## src/core/cam_defs.svh

```systemverilog
// Offsets, field positions, reset values and sizes of the counter array mode control
`ifndef CAM_DEFS_SVH
`define CAM_DEFS_SVH

`define CAM_NUM_MODULES 6
`define CAM_ADDR_MODE0 8'hda
`define CAM_ADDR_MODE1 8'hdb
`define CAM_ADDR_MODE2 8'hdc
`define CAM_ADDR_MODE3 8'hdd
`define CAM_ADDR_MODE4 8'hde
`define CAM_ADDR_MODE5 8'hce
`define CAM_ADDR_CNT_LO 8'hf9
`define CAM_ADDR_CNT_HI 8'hfa
`define CAM_ADDR_CPL0 8'hfb
`define CAM_ADDR_CPL1 8'he9
`define CAM_ADDR_CPL2 8'heb
`define CAM_ADDR_CPL3 8'hed
`define CAM_ADDR_CPL4 8'hfd
`define CAM_ADDR_CPL5 8'hd2
`define CAM_ADDR_CPH0 8'hfc
`define CAM_ADDR_CPH1 8'hea
`define CAM_ADDR_CPH2 8'hec
`define CAM_ADDR_CPH3 8'hee
`define CAM_ADDR_CPH4 8'hfe
`define CAM_ADDR_CPH5 8'hd3
`define CAM_BIT_WIDE_PULSE 7
`define CAM_BIT_COMPARE 6
`define CAM_BIT_RISE_CAP 5
`define CAM_BIT_FALL_CAP 4
`define CAM_BIT_MATCH_FLAG 3
`define CAM_BIT_FLIP 2
`define CAM_BIT_PULSE_MOD 1
`define CAM_BIT_FLAG_IRQ 0
`define CAM_MODE_RESET 8'h00
`define CAM_BYTE_RESET 8'h00
`define CAM_WDOG_MODULE 3'h5
`define CAM_NO_INDEX 3'h7

`endif

```

## src/core/cam_pkg.sv

```systemverilog
// Types shared by the counter array mode control files
package cam_pkg;

   // Field order follows the mode register from bit 7 down to bit 0
   typedef struct packed {
      logic wide_pulse_select;
      logic compare_enable;
      logic rise_capture_enable;
      logic fall_capture_enable;
      logic match_flag_enable;
      logic output_flip_enable;
      logic pulse_mod_enable;
      logic flag_irq_enable;
   } cam_mode_type;

   typedef enum {
      CAM_FN_IDLE,
      CAM_FN_TOGGLE,
      CAM_FN_PWM8,
      CAM_FN_PWM16,
      CAM_FN_FREQ
   } cam_function_type;

   typedef struct packed {
      logic match;
      logic capture;
      logic flag_set;
   } cam_event_type;

endpackage : cam_pkg

```

## src/core/cam_sync.sv

```systemverilog
// Two-flop synchroniser for the capture input pins
`timescale 1ns/1ps

module cam_sync #(
   parameter int WIDTH = 6
) (
   input wire logic mclk,
   input wire logic nrst,
   input wire logic [WIDTH-1:0] async_in,
   output logic [WIDTH-1:0] sync_out
);

   logic [WIDTH-1:0] meta_r;

   always_ff @(posedge mclk or negedge nrst) begin
      if (!nrst) begin
         meta_r <= '0;
         sync_out <= '0;
      end else begin
         meta_r <= async_in;
         sync_out <= meta_r;
      end
   end

endmodule : cam_sync

```

## src/core/cam_channel.sv

```systemverilog
// One capture/compare module: edge capture, match, toggle, PWM and frequency output
`timescale 1ns/1ps
`include "cam_defs.svh"

module cam_channel (
   input wire logic mclk,
   input wire logic nrst,
   input cam_pkg::cam_mode_type mode,
   input wire logic [15:0] count,
   input wire logic [15:0] capcmp,
   input wire logic cap_level,
   output cam_pkg::cam_event_type evt,
   output logic pin_r
);

   cam_pkg::cam_function_type fn;
   logic cap_prev_r;
   logic rise;
   logic fall;
   logic full_eq;
   logic low_eq;
   logic pwm_level;

   // Toggle together with PWM means frequency output, which outranks both
   always_comb begin
      if (mode.output_flip_enable && mode.pulse_mod_enable) begin
         fn = cam_pkg::CAM_FN_FREQ;
      end else if (mode.pulse_mod_enable) begin
         fn = mode.wide_pulse_select ? cam_pkg::CAM_FN_PWM16 : cam_pkg::CAM_FN_PWM8;
      end else if (mode.output_flip_enable) begin
         fn = cam_pkg::CAM_FN_TOGGLE;
      end else begin
         fn = cam_pkg::CAM_FN_IDLE;
      end
   end

   assign rise = cap_level && !cap_prev_r;
   assign fall = !cap_level && cap_prev_r;
   assign full_eq = mode.compare_enable && (count == capcmp);
   assign low_eq = mode.compare_enable && (count[7:0] == capcmp[7:0]);

   always_comb begin
      evt.capture = (rise && mode.rise_capture_enable)
         || (fall && mode.fall_capture_enable);
      evt.match = (fn == cam_pkg::CAM_FN_FREQ) ? low_eq : full_eq;
      evt.flag_set = evt.capture || (evt.match && mode.match_flag_enable);
   end

   // Duty follows the high byte in 8-bit PWM so a low-byte write does not glitch it
   always_comb begin
      if (fn == cam_pkg::CAM_FN_PWM16) begin
         pwm_level = mode.compare_enable && (count < capcmp);
      end else begin
         pwm_level = mode.compare_enable && (count[7:0] < capcmp[15:8]);
      end
   end

   always_ff @(posedge mclk or negedge nrst) begin
      if (!nrst) begin
         cap_prev_r <= 1'b0;
      end else begin
         cap_prev_r <= cap_level;
      end
   end

   always_ff @(posedge mclk or negedge nrst) begin
      if (!nrst) begin
         pin_r <= 1'b0;
      end else begin
         case (fn)
            cam_pkg::CAM_FN_TOGGLE, cam_pkg::CAM_FN_FREQ: begin
               if (evt.match) begin
                  pin_r <= !pin_r;
               end
            end
            cam_pkg::CAM_FN_PWM8, cam_pkg::CAM_FN_PWM16: begin
               pin_r <= pwm_level;
            end
            default: begin
               pin_r <= pin_r;
            end
         endcase
      end
   end

endmodule : cam_channel

```

## src/core/cam_mode_ctrl.sv

```systemverilog
// Mode control, counter low byte and compare registers of the six-module counter array
//
// Behaviour
// - Wide select picks 16-bit or 8-bit PWM
// - Compare enable turns on the counter comparator
// - Rise capture enable arms positive-edge capture
// - Fall capture enable arms negative-edge capture
// - Match function sets the module event flag
// - Toggle function flips output pin on match
// - Toggle plus PWM gives frequency output
// - PWM enable drives modulated waveform on pin
// - Flag interrupt enable masks event flag request
// - Watchdog enable locks module five mode
// - Counter low byte reads/writes counter bits 7:0
// - Watchdog enable blocks counter low-byte writes
// - Low-byte read snapshots high byte for later
// - Compare low-byte write clears compare enable
`timescale 1ns/1ps
`include "cam_defs.svh"

module cam_mode_ctrl #(
   parameter int NMOD = `CAM_NUM_MODULES
) (
   input wire logic mclk,
   input wire logic nrst,
   input wire logic [7:0] sfr_addr,
   input wire logic sfr_wr,
   input wire logic sfr_rd,
   input wire logic [7:0] sfr_wdata,
   output logic [7:0] sfr_rdata,
   input wire logic count_tick,
   input wire logic wdog_enable_bit,
   input wire logic [NMOD-1:0] capture_pin,
   input wire logic [NMOD-1:0] flag_clear,
   output logic [NMOD-1:0] module_output_pin,
   output logic [NMOD-1:0] module_event_flag,
   output logic flag_irq,
   output logic wdog_expire
);

   // ************************************************************
   // Address decode
   // ************************************************************

   // Kind 0 picks mode registers, 1 compare low bytes, 2 compare high bytes
   function automatic logic [2:0] slot_of(input logic [7:0] addr, input logic [1:0] kind);
      logic [2:0] idx;
      idx = `CAM_NO_INDEX;
      case (kind)
         2'h0: begin
            case (addr)
               `CAM_ADDR_MODE0: idx = 3'h0;
               `CAM_ADDR_MODE1: idx = 3'h1;
               `CAM_ADDR_MODE2: idx = 3'h2;
               `CAM_ADDR_MODE3: idx = 3'h3;
               `CAM_ADDR_MODE4: idx = 3'h4;
               `CAM_ADDR_MODE5: idx = 3'h5;
               default: idx = `CAM_NO_INDEX;
            endcase
         end
         2'h1: begin
            case (addr)
               `CAM_ADDR_CPL0: idx = 3'h0;
               `CAM_ADDR_CPL1: idx = 3'h1;
               `CAM_ADDR_CPL2: idx = 3'h2;
               `CAM_ADDR_CPL3: idx = 3'h3;
               `CAM_ADDR_CPL4: idx = 3'h4;
               `CAM_ADDR_CPL5: idx = 3'h5;
               default: idx = `CAM_NO_INDEX;
            endcase
         end
         default: begin
            case (addr)
               `CAM_ADDR_CPH0: idx = 3'h0;
               `CAM_ADDR_CPH1: idx = 3'h1;
               `CAM_ADDR_CPH2: idx = 3'h2;
               `CAM_ADDR_CPH3: idx = 3'h3;
               `CAM_ADDR_CPH4: idx = 3'h4;
               `CAM_ADDR_CPH5: idx = 3'h5;
               default: idx = `CAM_NO_INDEX;
            endcase
         end
      endcase
      return idx;
   endfunction : slot_of

   logic [2:0] mode_slot;
   logic [2:0] cpl_slot;
   logic [2:0] cph_slot;
   logic cnt_lo_hit;
   logic cnt_hi_hit;

   assign mode_slot = slot_of(sfr_addr, 2'h0);
   assign cpl_slot = slot_of(sfr_addr, 2'h1);
   assign cph_slot = slot_of(sfr_addr, 2'h2);
   assign cnt_lo_hit = (sfr_addr == `CAM_ADDR_CNT_LO);
   assign cnt_hi_hit = (sfr_addr == `CAM_ADDR_CNT_HI);

   // ************************************************************
   // Shared counter and high-byte snapshot
   // ************************************************************

   logic [15:0] cnt_r;
   logic [15:0] cnt_nxt;
   logic [7:0] snap_r;

   always_comb begin
      cnt_nxt = count_tick ? cnt_r + 16'h0001 : cnt_r;
      // The watchdog owns the counter while enabled, so software cannot move it
      if (sfr_wr && !wdog_enable_bit && cnt_lo_hit) begin
         cnt_nxt[7:0] = sfr_wdata;
      end
      if (sfr_wr && !wdog_enable_bit && cnt_hi_hit) begin
         cnt_nxt[15:8] = sfr_wdata;
      end
   end

   always_ff @(posedge mclk or negedge nrst) begin
      if (!nrst) begin
         cnt_r <= {`CAM_BYTE_RESET, `CAM_BYTE_RESET};
      end else begin
         cnt_r <= cnt_nxt;
      end
   end

   // A 16-bit read is coherent only if the low byte is read first
   always_ff @(posedge mclk or negedge nrst) begin
      if (!nrst) begin
         snap_r <= `CAM_BYTE_RESET;
      end else if (sfr_rd && cnt_lo_hit) begin
         snap_r <= cnt_r[15:8];
      end
   end

   // ************************************************************
   // Per-module registers and channels
   // ************************************************************

   cam_pkg::cam_mode_type mode_r [NMOD];
   logic [15:0] cc_r [NMOD];
   cam_pkg::cam_event_type evt [NMOD];
   logic [NMOD-1:0] cap_sync;

   cam_sync #(
      .WIDTH(NMOD)
   ) i_cam_sync (
      .mclk(mclk),
      .nrst(nrst),
      .async_in(capture_pin),
      .sync_out(cap_sync)
   );

   genvar gi;
   generate
      for (gi = 0; gi < NMOD; gi++) begin : g_mod
         logic mode_lock;
         logic mode_wr;
         logic cpl_wr;
         logic cph_wr;

         // The lock also covers the compare-enable clear of a low-byte write
         assign mode_lock = wdog_enable_bit && (3'(gi) == `CAM_WDOG_MODULE);
         assign mode_wr = sfr_wr && (mode_slot == 3'(gi)) && !mode_lock;
         assign cpl_wr = sfr_wr && (cpl_slot == 3'(gi));
         assign cph_wr = sfr_wr && (cph_slot == 3'(gi));

         always_ff @(posedge mclk or negedge nrst) begin
            if (!nrst) begin
               mode_r[gi] <= `CAM_MODE_RESET;
            end else if (mode_wr) begin
               mode_r[gi] <= sfr_wdata;
            end else if (cpl_wr && !mode_lock) begin
               mode_r[gi].compare_enable <= 1'b0;
            end
         end

         // Software writes outrank a capture landing in the same cycle
         always_ff @(posedge mclk or negedge nrst) begin
            if (!nrst) begin
               cc_r[gi] <= {`CAM_BYTE_RESET, `CAM_BYTE_RESET};
            end else if (cpl_wr || cph_wr) begin
               if (cpl_wr) begin
                  cc_r[gi][7:0] <= sfr_wdata;
               end
               if (cph_wr) begin
                  cc_r[gi][15:8] <= sfr_wdata;
               end
            end else if (evt[gi].capture) begin
               cc_r[gi] <= cnt_r;
            end
         end

         cam_channel i_cam_channel (
            .mclk(mclk),
            .nrst(nrst),
            .mode(mode_r[gi]),
            .count(cnt_r),
            .capcmp(cc_r[gi]),
            .cap_level(cap_sync[gi]),
            .evt(evt[gi]),
            .pin_r(module_output_pin[gi])
         );

         // A new event wins over a clear in the same cycle
         always_ff @(posedge mclk or negedge nrst) begin
            if (!nrst) begin
               module_event_flag[gi] <= 1'b0;
            end else if (evt[gi].flag_set) begin
               module_event_flag[gi] <= 1'b1;
            end else if (flag_clear[gi]) begin
               module_event_flag[gi] <= 1'b0;
            end
         end
      end
   endgenerate

   // ************************************************************
   // Interrupt request and watchdog match
   // ************************************************************

   logic [NMOD-1:0] irq_mask;
   always_comb begin
      for (int i = 0; i < NMOD; i++) begin
         irq_mask[i] = mode_r[i].flag_irq_enable;
      end
   end

   assign flag_irq = |(module_event_flag & irq_mask);

   always_ff @(posedge mclk or negedge nrst) begin
      if (!nrst) begin
         wdog_expire <= 1'b0;
      end else begin
         wdog_expire <= wdog_enable_bit
            && (cnt_r[15:8] == cc_r[`CAM_WDOG_MODULE][15:8]);
      end
   end

   // ************************************************************
   // Read data
   // ************************************************************

   logic [7:0] rdata_nxt;
   always_comb begin
      rdata_nxt = `CAM_BYTE_RESET;
      if (mode_slot != `CAM_NO_INDEX) begin
         rdata_nxt = mode_r[mode_slot];
      end else if (cpl_slot != `CAM_NO_INDEX) begin
         rdata_nxt = cc_r[cpl_slot][7:0];
      end else if (cph_slot != `CAM_NO_INDEX) begin
         rdata_nxt = cc_r[cph_slot][15:8];
      end else if (cnt_lo_hit) begin
         rdata_nxt = cnt_r[7:0];
      end else if (cnt_hi_hit) begin
         rdata_nxt = snap_r;
      end
   end

   always_ff @(posedge mclk or negedge nrst) begin
      if (!nrst) begin
         sfr_rdata <= `CAM_BYTE_RESET;
      end else if (sfr_rd) begin
         sfr_rdata <= rdata_nxt;
      end
   end

   // ************************************************************
   // Checks
   // ************************************************************

   property p_mode5_locked;
      @(posedge mclk) disable iff (!nrst)
      wdog_enable_bit |=> $stable(mode_r[5]);
   endproperty
   a_mode5_locked: assert property (p_mode5_locked) else $error("module 5 mode changed");

   property p_low_locked;
      @(posedge mclk) disable iff (!nrst)
      (sfr_wr && cnt_lo_hit && wdog_enable_bit && !count_tick)
         |=> (cnt_r[7:0] == $past(cnt_r[7:0]));
   endproperty
   a_low_locked: assert property (p_low_locked) else $error("low byte written under watchdog");

   property p_low_write;
      @(posedge mclk) disable iff (!nrst)
      (sfr_wr && cnt_lo_hit && !wdog_enable_bit) |=> (cnt_r[7:0] == $past(sfr_wdata));
   endproperty
   a_low_write: assert property (p_low_write) else $error("low byte write lost");

   property p_snapshot;
      @(posedge mclk) disable iff (!nrst)
      (sfr_rd && cnt_lo_hit) ##1 (sfr_rd && cnt_hi_hit && !(sfr_wr))
         |=> (sfr_rdata == $past(snap_r)) && ($past(snap_r) == $past(cnt_r[15:8], 2));
   endproperty
   a_snapshot: assert property (p_snapshot) else $error("high byte not from snapshot");

   property p_cpl_clears;
      @(posedge mclk) disable iff (!nrst)
      (sfr_wr && cpl_slot == 3'h0) |=> !mode_r[0].compare_enable;
   endproperty
   a_cpl_clears: assert property (p_cpl_clears) else $error("compare enable kept");

   property p_match_flag;
      @(posedge mclk) disable iff (!nrst)
      (mode_r[0].compare_enable && mode_r[0].match_flag_enable && !mode_r[0].pulse_mod_enable
         && cnt_r == cc_r[0]) |=> module_event_flag[0];
   endproperty
   a_match_flag: assert property (p_match_flag) else $error("match did not set flag");

   property p_toggle;
      @(posedge mclk) disable iff (!nrst)
      (mode_r[1].compare_enable && mode_r[1].output_flip_enable
         && !mode_r[1].pulse_mod_enable && cnt_r == cc_r[1])
         |=> module_output_pin[1] != $past(module_output_pin[1]);
   endproperty
   a_toggle: assert property (p_toggle) else $error("output did not toggle");

   property p_irq_mask;
      @(posedge mclk) disable iff (!nrst)
      ((module_event_flag[0] && mode_r[0].flag_irq_enable) |-> flag_irq)
         and ((module_event_flag[0] && !mode_r[0].flag_irq_enable
         && !(|module_event_flag[NMOD-1:1])) |-> !flag_irq);
   endproperty
   a_irq_mask: assert property (p_irq_mask) else $error("interrupt mask wrong");

   property p_capture;
      @(posedge mclk) disable iff (!nrst)
      (evt[4].capture && !(sfr_wr && (cpl_slot == 3'h4 || cph_slot == 3'h4)))
         |=> (cc_r[4] == $past(cnt_r)) && module_event_flag[4];
   endproperty
   a_capture: assert property (p_capture) else $error("capture missed");

endmodule : cam_mode_ctrl

```

## config.mk

```make
export PLATFORM = sky130hd
export DESIGN_NAME = cam_mode_ctrl
export DESIGN_NICKNAME = d
export VERILOG_FILES = /design/src/core/cam_pkg.sv /design/src/core/cam_sync.sv /design/src/core/cam_channel.sv /design/src/core/cam_mode_ctrl.sv
export VERILOG_INCLUDE_DIRS = /design/src /design/src/core
export SDC_FILE = /design/constraint.sdc
export NUM_CORES = 1
export LEC_CHECK = 0
export BUFFER_PORTS_ARGS = -buffer_cell sky130_fd_sc_hd__buf_4
export CAP_MARGIN = 20
export CORE_UTILIZATION = 45
export CTS_BUF_LIST = sky130_fd_sc_hd__clkbuf_4 sky130_fd_sc_hd__clkbuf_8 sky130_fd_sc_hd__clkbuf_16
export CTS_CLUSTER_DIAMETER = 50
export DETAILED_ROUTE_END_ITERATION = 8
export PLACE_DENSITY = 0.62
export SYNTH_ARGS = -nofsm -noshare
export SYNTH_HDL_FRONTEND = slang
export SYNTH_SLANG_ARGS = --single-unit
export TNS_END_PERCENT = 10
```

## constraint.sdc

```tcl
create_clock -name mclk -period 2.3 [get_ports mclk]
set_input_delay 0.23 -clock mclk [delete_from_list [all_inputs] [get_ports mclk]]
set_output_delay 0.23 -clock mclk [all_outputs]
set_load 0.05 [all_outputs]
```

==> results.sh <==
export IMPL_numPortBuffers=55
export IMPL_clock_latency_ns=0.52
export IMPL_grt_pass1_wl_mm=80.7
export IMPL_n_antenna_cell=0
export IMPL_fin_crit_sh=1.03
export IMPL_slowest_stage="dfrtp_2"
export IMPL_ir_drop_mv=0.725
export IMPL_multiInputGateArea_sq_um=8390
export IMPL_cts_sinks=207
export IMPL_cp_cell_sequence="buf_6, ha_4, nand2b_4, a21oi_2, nor3_2, o211ai_1, a31oi_1, o211ai_1, a22oi_1"
export IMPL_pre_cts_ws_ns=-0.131
export IMPL_slew_headroom=0.274
export IMPL_final_core_util=0.587
export IMPL_viasPerCell=6.13
export IMPL_drv_slew=0
export IMPL_placed_cell_area_sq_um=16300
export IMPL_ys_types=82
export IMPL_drv_cap=0
export IMPL_post_route_drc_count=0
export IMPL_yosysWarnings=0
export IMPL_numCtsBuffers=34
export IMPL_fin_area_sq_um=18100
export IMPL_die_w_um=179
export IMPL_synth_edf_count=0
export IMPL_vias=13300
export IMPL_ys_seq_area_frac=0.365
export IMPL_crit_top_cell="o211ai_1"
export IMPL_die_y_um=179
export IMPL_grt_pass1_vias=13100
export IMPL_rsz0062_at_grt="yes"
export IMPL_required_ns=2.68
export IMPL_die_area_sq_um=32200
export IMPL_coreArea_sq_um=30800
export IMPL_arrival_ns=2.74
export IMPL_io_pins=56
export IMPL_grt_total_usage=0.331
export IMPL_ant_nets=0
export IMPL_criticalPathCategory="reg2reg"
export IMPL_rows=64
export IMPL_synth_seq_cells=207
export IMPL_finalCriticalPeriod_ns=2.36
export IMPL_max_freq_mhz=424
export IMPL_first_pass_iters=7
export IMPL_layout_drive_gt1_share=0.257
export IMPL_crit_family="compound AO/OA/AOI/OAI gates"
export IMPL_outcome="complete, but fails checks"
export IMPL_avgSynthCellArea_sq_um=9.21
export IMPL_path_clk_slew_ns=0.06
export IMPL_p_per_area_nw_per_um2=901
export IMPL_htree_levels=2
export IMPL_tightest_slew_ns=1.08
export IMPL_failed_checks="setup timing"
export IMPL_fillers=2685
export IMPL_tritoncts="yes"
export IMPL_synthCells=1539
export IMPL_setup_viol=2
export IMPL_area_growth_pct=27.7
export IMPL_synth_ff_type="dfrtp_1"
export IMPL_wl_per_cell_um=24.9
export IMPL_start_util=0.460
export IMPL_drtIter0Drc=1172
export IMPL_place_gp_congestion=0.982
export IMPL_path_max_fanout=5
export IMPL_end_kind="register"
export IMPL_grt_overflow=0
export IMPL_wl_mm=54.1
export IMPL_grt_antenna_before_repair=1
export IMPL_grt_max_degree=75
export IMPL_synth_async_reset_ratio=1.00
export IMPL_crit_buf_inv=1
export IMPL_clockBufferDepth=3
export IMPL_hold_class="in2reg"
export IMPL_skew_ns=0.0211
export IMPL_seq_area_sq_um=5200
export IMPL_hold_viol=0
export IMPL_hpwl_mm=40.2
export IMPL_nets=1926
export IMPL_slowest_delay_ns=0.51
export IMPL_cts_root_buf="clkbuf_16"
export IMPL_syn_cell_area_sq_um=14200
export IMPL_setup_slack_ns=-0.0611
export IMPL_worstSetupStartpointType="register"
export IMPL_mappedNetlistNets=1712
export IMPL_power_leakage_nw=8.52
what timing repair did:
item,CTS,global route
hold endpoints to repair,54,0
resized for setup,16,55
hold buffers,11,0
setup endpoints to repair,7,7
pin swaps,0,26
setup buffers,0,14
placed cells by master, fill, tap and decap left out, drive strengths merged, types with 13 or more instances in the layout:
cell type and count:
and3 22, clkbuf 45, nor2 74, nand3 27
inv 128, a221oi 18, nand2b 16, nor3 20
a21oi 113, o21ai 149, nand4 25, a221o 13
mux2i 83, dfrtp 207, nand2 157, mux2 41
buf 257, a21o 23, a22oi 19, ha 139
cells by family (layout without fill, tap and decap cells):
group                    Yosys count  in the layout  share of synthesized area
AO/OA/AOI/OAI                    432            432                      0.197
adder cells (fa/ha/maj)          139            139                      0.123
multiplexers                     124            124                     0.0912
XOR/XNOR                          22             22                     0.0136
flip-flops                       207            207                      0.365
AND/OR/NAND/NOR                  402            402                      0.145
buffers and inverters            213            453                     0.0648
synthesized netlist by cell type, types with 4 or more instances:
master / instances / area (sq um)
dfrtp_1: 207 / 5180
ha_1: 139 / 1740
nor3_2: 5 / 50.1
o21ai_1: 44 / 220
a21boi_0: 8 / 60.1
o2111ai_1: 5 / 43.8
o221a_2: 4 / 45.0
buf_2: 44 / 220
nand3_1: 25 / 125
o21a_1: 8 / 60.1
nand3b_1: 12 / 90.1
a21oi_1: 108 / 541
a211oi_1: 6 / 45.0
a31oi_1: 8 / 50.1
a22o_1: 8 / 70.1
nor3_1: 14 / 70.1
nor4_1: 8 / 50.1
a21o_1: 23 / 173
o22ai_1: 5 / 31.3
buf_4: 8 / 60.1
and3_1: 22 / 138
o221ai_1: 10 / 87.6
inv_1: 123 / 462
a22oi_1: 19 / 143
mux2_2: 41 / 462
nor2b_1: 12 / 75.1
a32oi_1: 4 / 35.0
o21ai_0: 104 / 521
a221oi_1: 18 / 158
nor2_1: 71 / 267
nand4_1: 24 / 150
nand2b_1: 16 / 100
xnor2_1: 11 / 96.3
clkbuf_1: 32 / 120
a221o_1: 13 / 130
nand2_1: 154 / 578
o211ai_1: 9 / 67.6
and2_1: 4 / 25.0
xor2_1: 11 / 96.3
mux2i_1: 83 / 831
a311oi_1: 6 / 52.6
flip-flops by register name (all words and copies together), names as in the netlist:
| register | count |
|---|---|
| cc_r | 96 |
| module_event_flag | 6 |
| i_cam_sync.sync_out | 6 |
| g_mod.i_cam_channel.pin_r | 6 |
| sfr_rdata | 8 |
| irq_mask | 6 |
| g_mod.i_cam_channel.cap_prev_r | 6 |
| snap_r | 8 |
| mode_r | 42 |
| cnt_r | 16 |
| wdog_expire | 1 |
| i_cam_sync.meta_r | 6 |
per-stage QoR:
step,instances,TNS [ns],total power [mW],hold WS [ns]
after floorplan,1539,0,7.59,-0.0656
after global routing,2175,-0.326,17.1,0.0317
after detailed placement,2088,-1.32,10.2,0.133
after global placement,2088,-0.631,10.0,0.126
after CTS,2161,-0.00975,15.7,0.00566
final,2175,-0.0830,16.3,0.0128
metal layers:
layer | global-route usage | part of all wire | vias to the layer above | wire length (um)
met3 | 0.0466 | 0.077 | 185 | 4150
met4 | 0.153 | 0.053 | 2 | 2890
met1 | 0.449 | 0.42 | 6510 | 22800
met2 | 0.525 | 0.45 | 633 | 24200
li1 | - | - | 6000 | -
met5 | 0 | 0.00017 | - | 9
layout make-up:
cell class	instances	share of cell area
clock buffer	45	0.0542
inverter	123	0.0255
timing repair buffer	268	0.130
multi-input combinational	1119	0.463
clock inverter	17	0.0126
sequential	207	0.287
tap	396	0.0274
worst reg2reg max path, stage by stage, from the launching register on:
cell,delay (ns)
dfrtp_2,0.51
buf_6,0.18
ha_4,0.28
nand2b_4,0.05
a21oi_2,0.19
nor3_2,0.06
o211ai_1,0.24
a31oi_1,0.14
o211ai_1,0.42
a22oi_1,0.16
power by group:
part	switching, mW	total, mW	leakage (nW)	internal [mW]
clock	1.98	5.48	0.591	3.50
sequential	0.593	4.69	2.70	4.10
combinational	3.37	6.14	5.23	2.78
worst paths after layout:
check	from	end	slack (ns)	cells after the start
max in group asynchronous	nrst	cc_r[36]	1.25	3
hold reg to reg	i_cam_sync.meta_r[1]	i_cam_sync.sync_out[1]	0.35	0
setup / recovery	cnt_r[1]	g_mod[4].i_cam_channel.pin_r	-0.06	9
min in group asynchronous	nrst	wdog_expire	0.18	2
setup reg to reg	cnt_r[1]	g_mod[4].i_cam_channel.pin_r	-0.06	9
hold / removal	flag_clear[4]	module_event_flag[4]	0.01	3
Note: power is estimated with default switching activity, not from simulation.
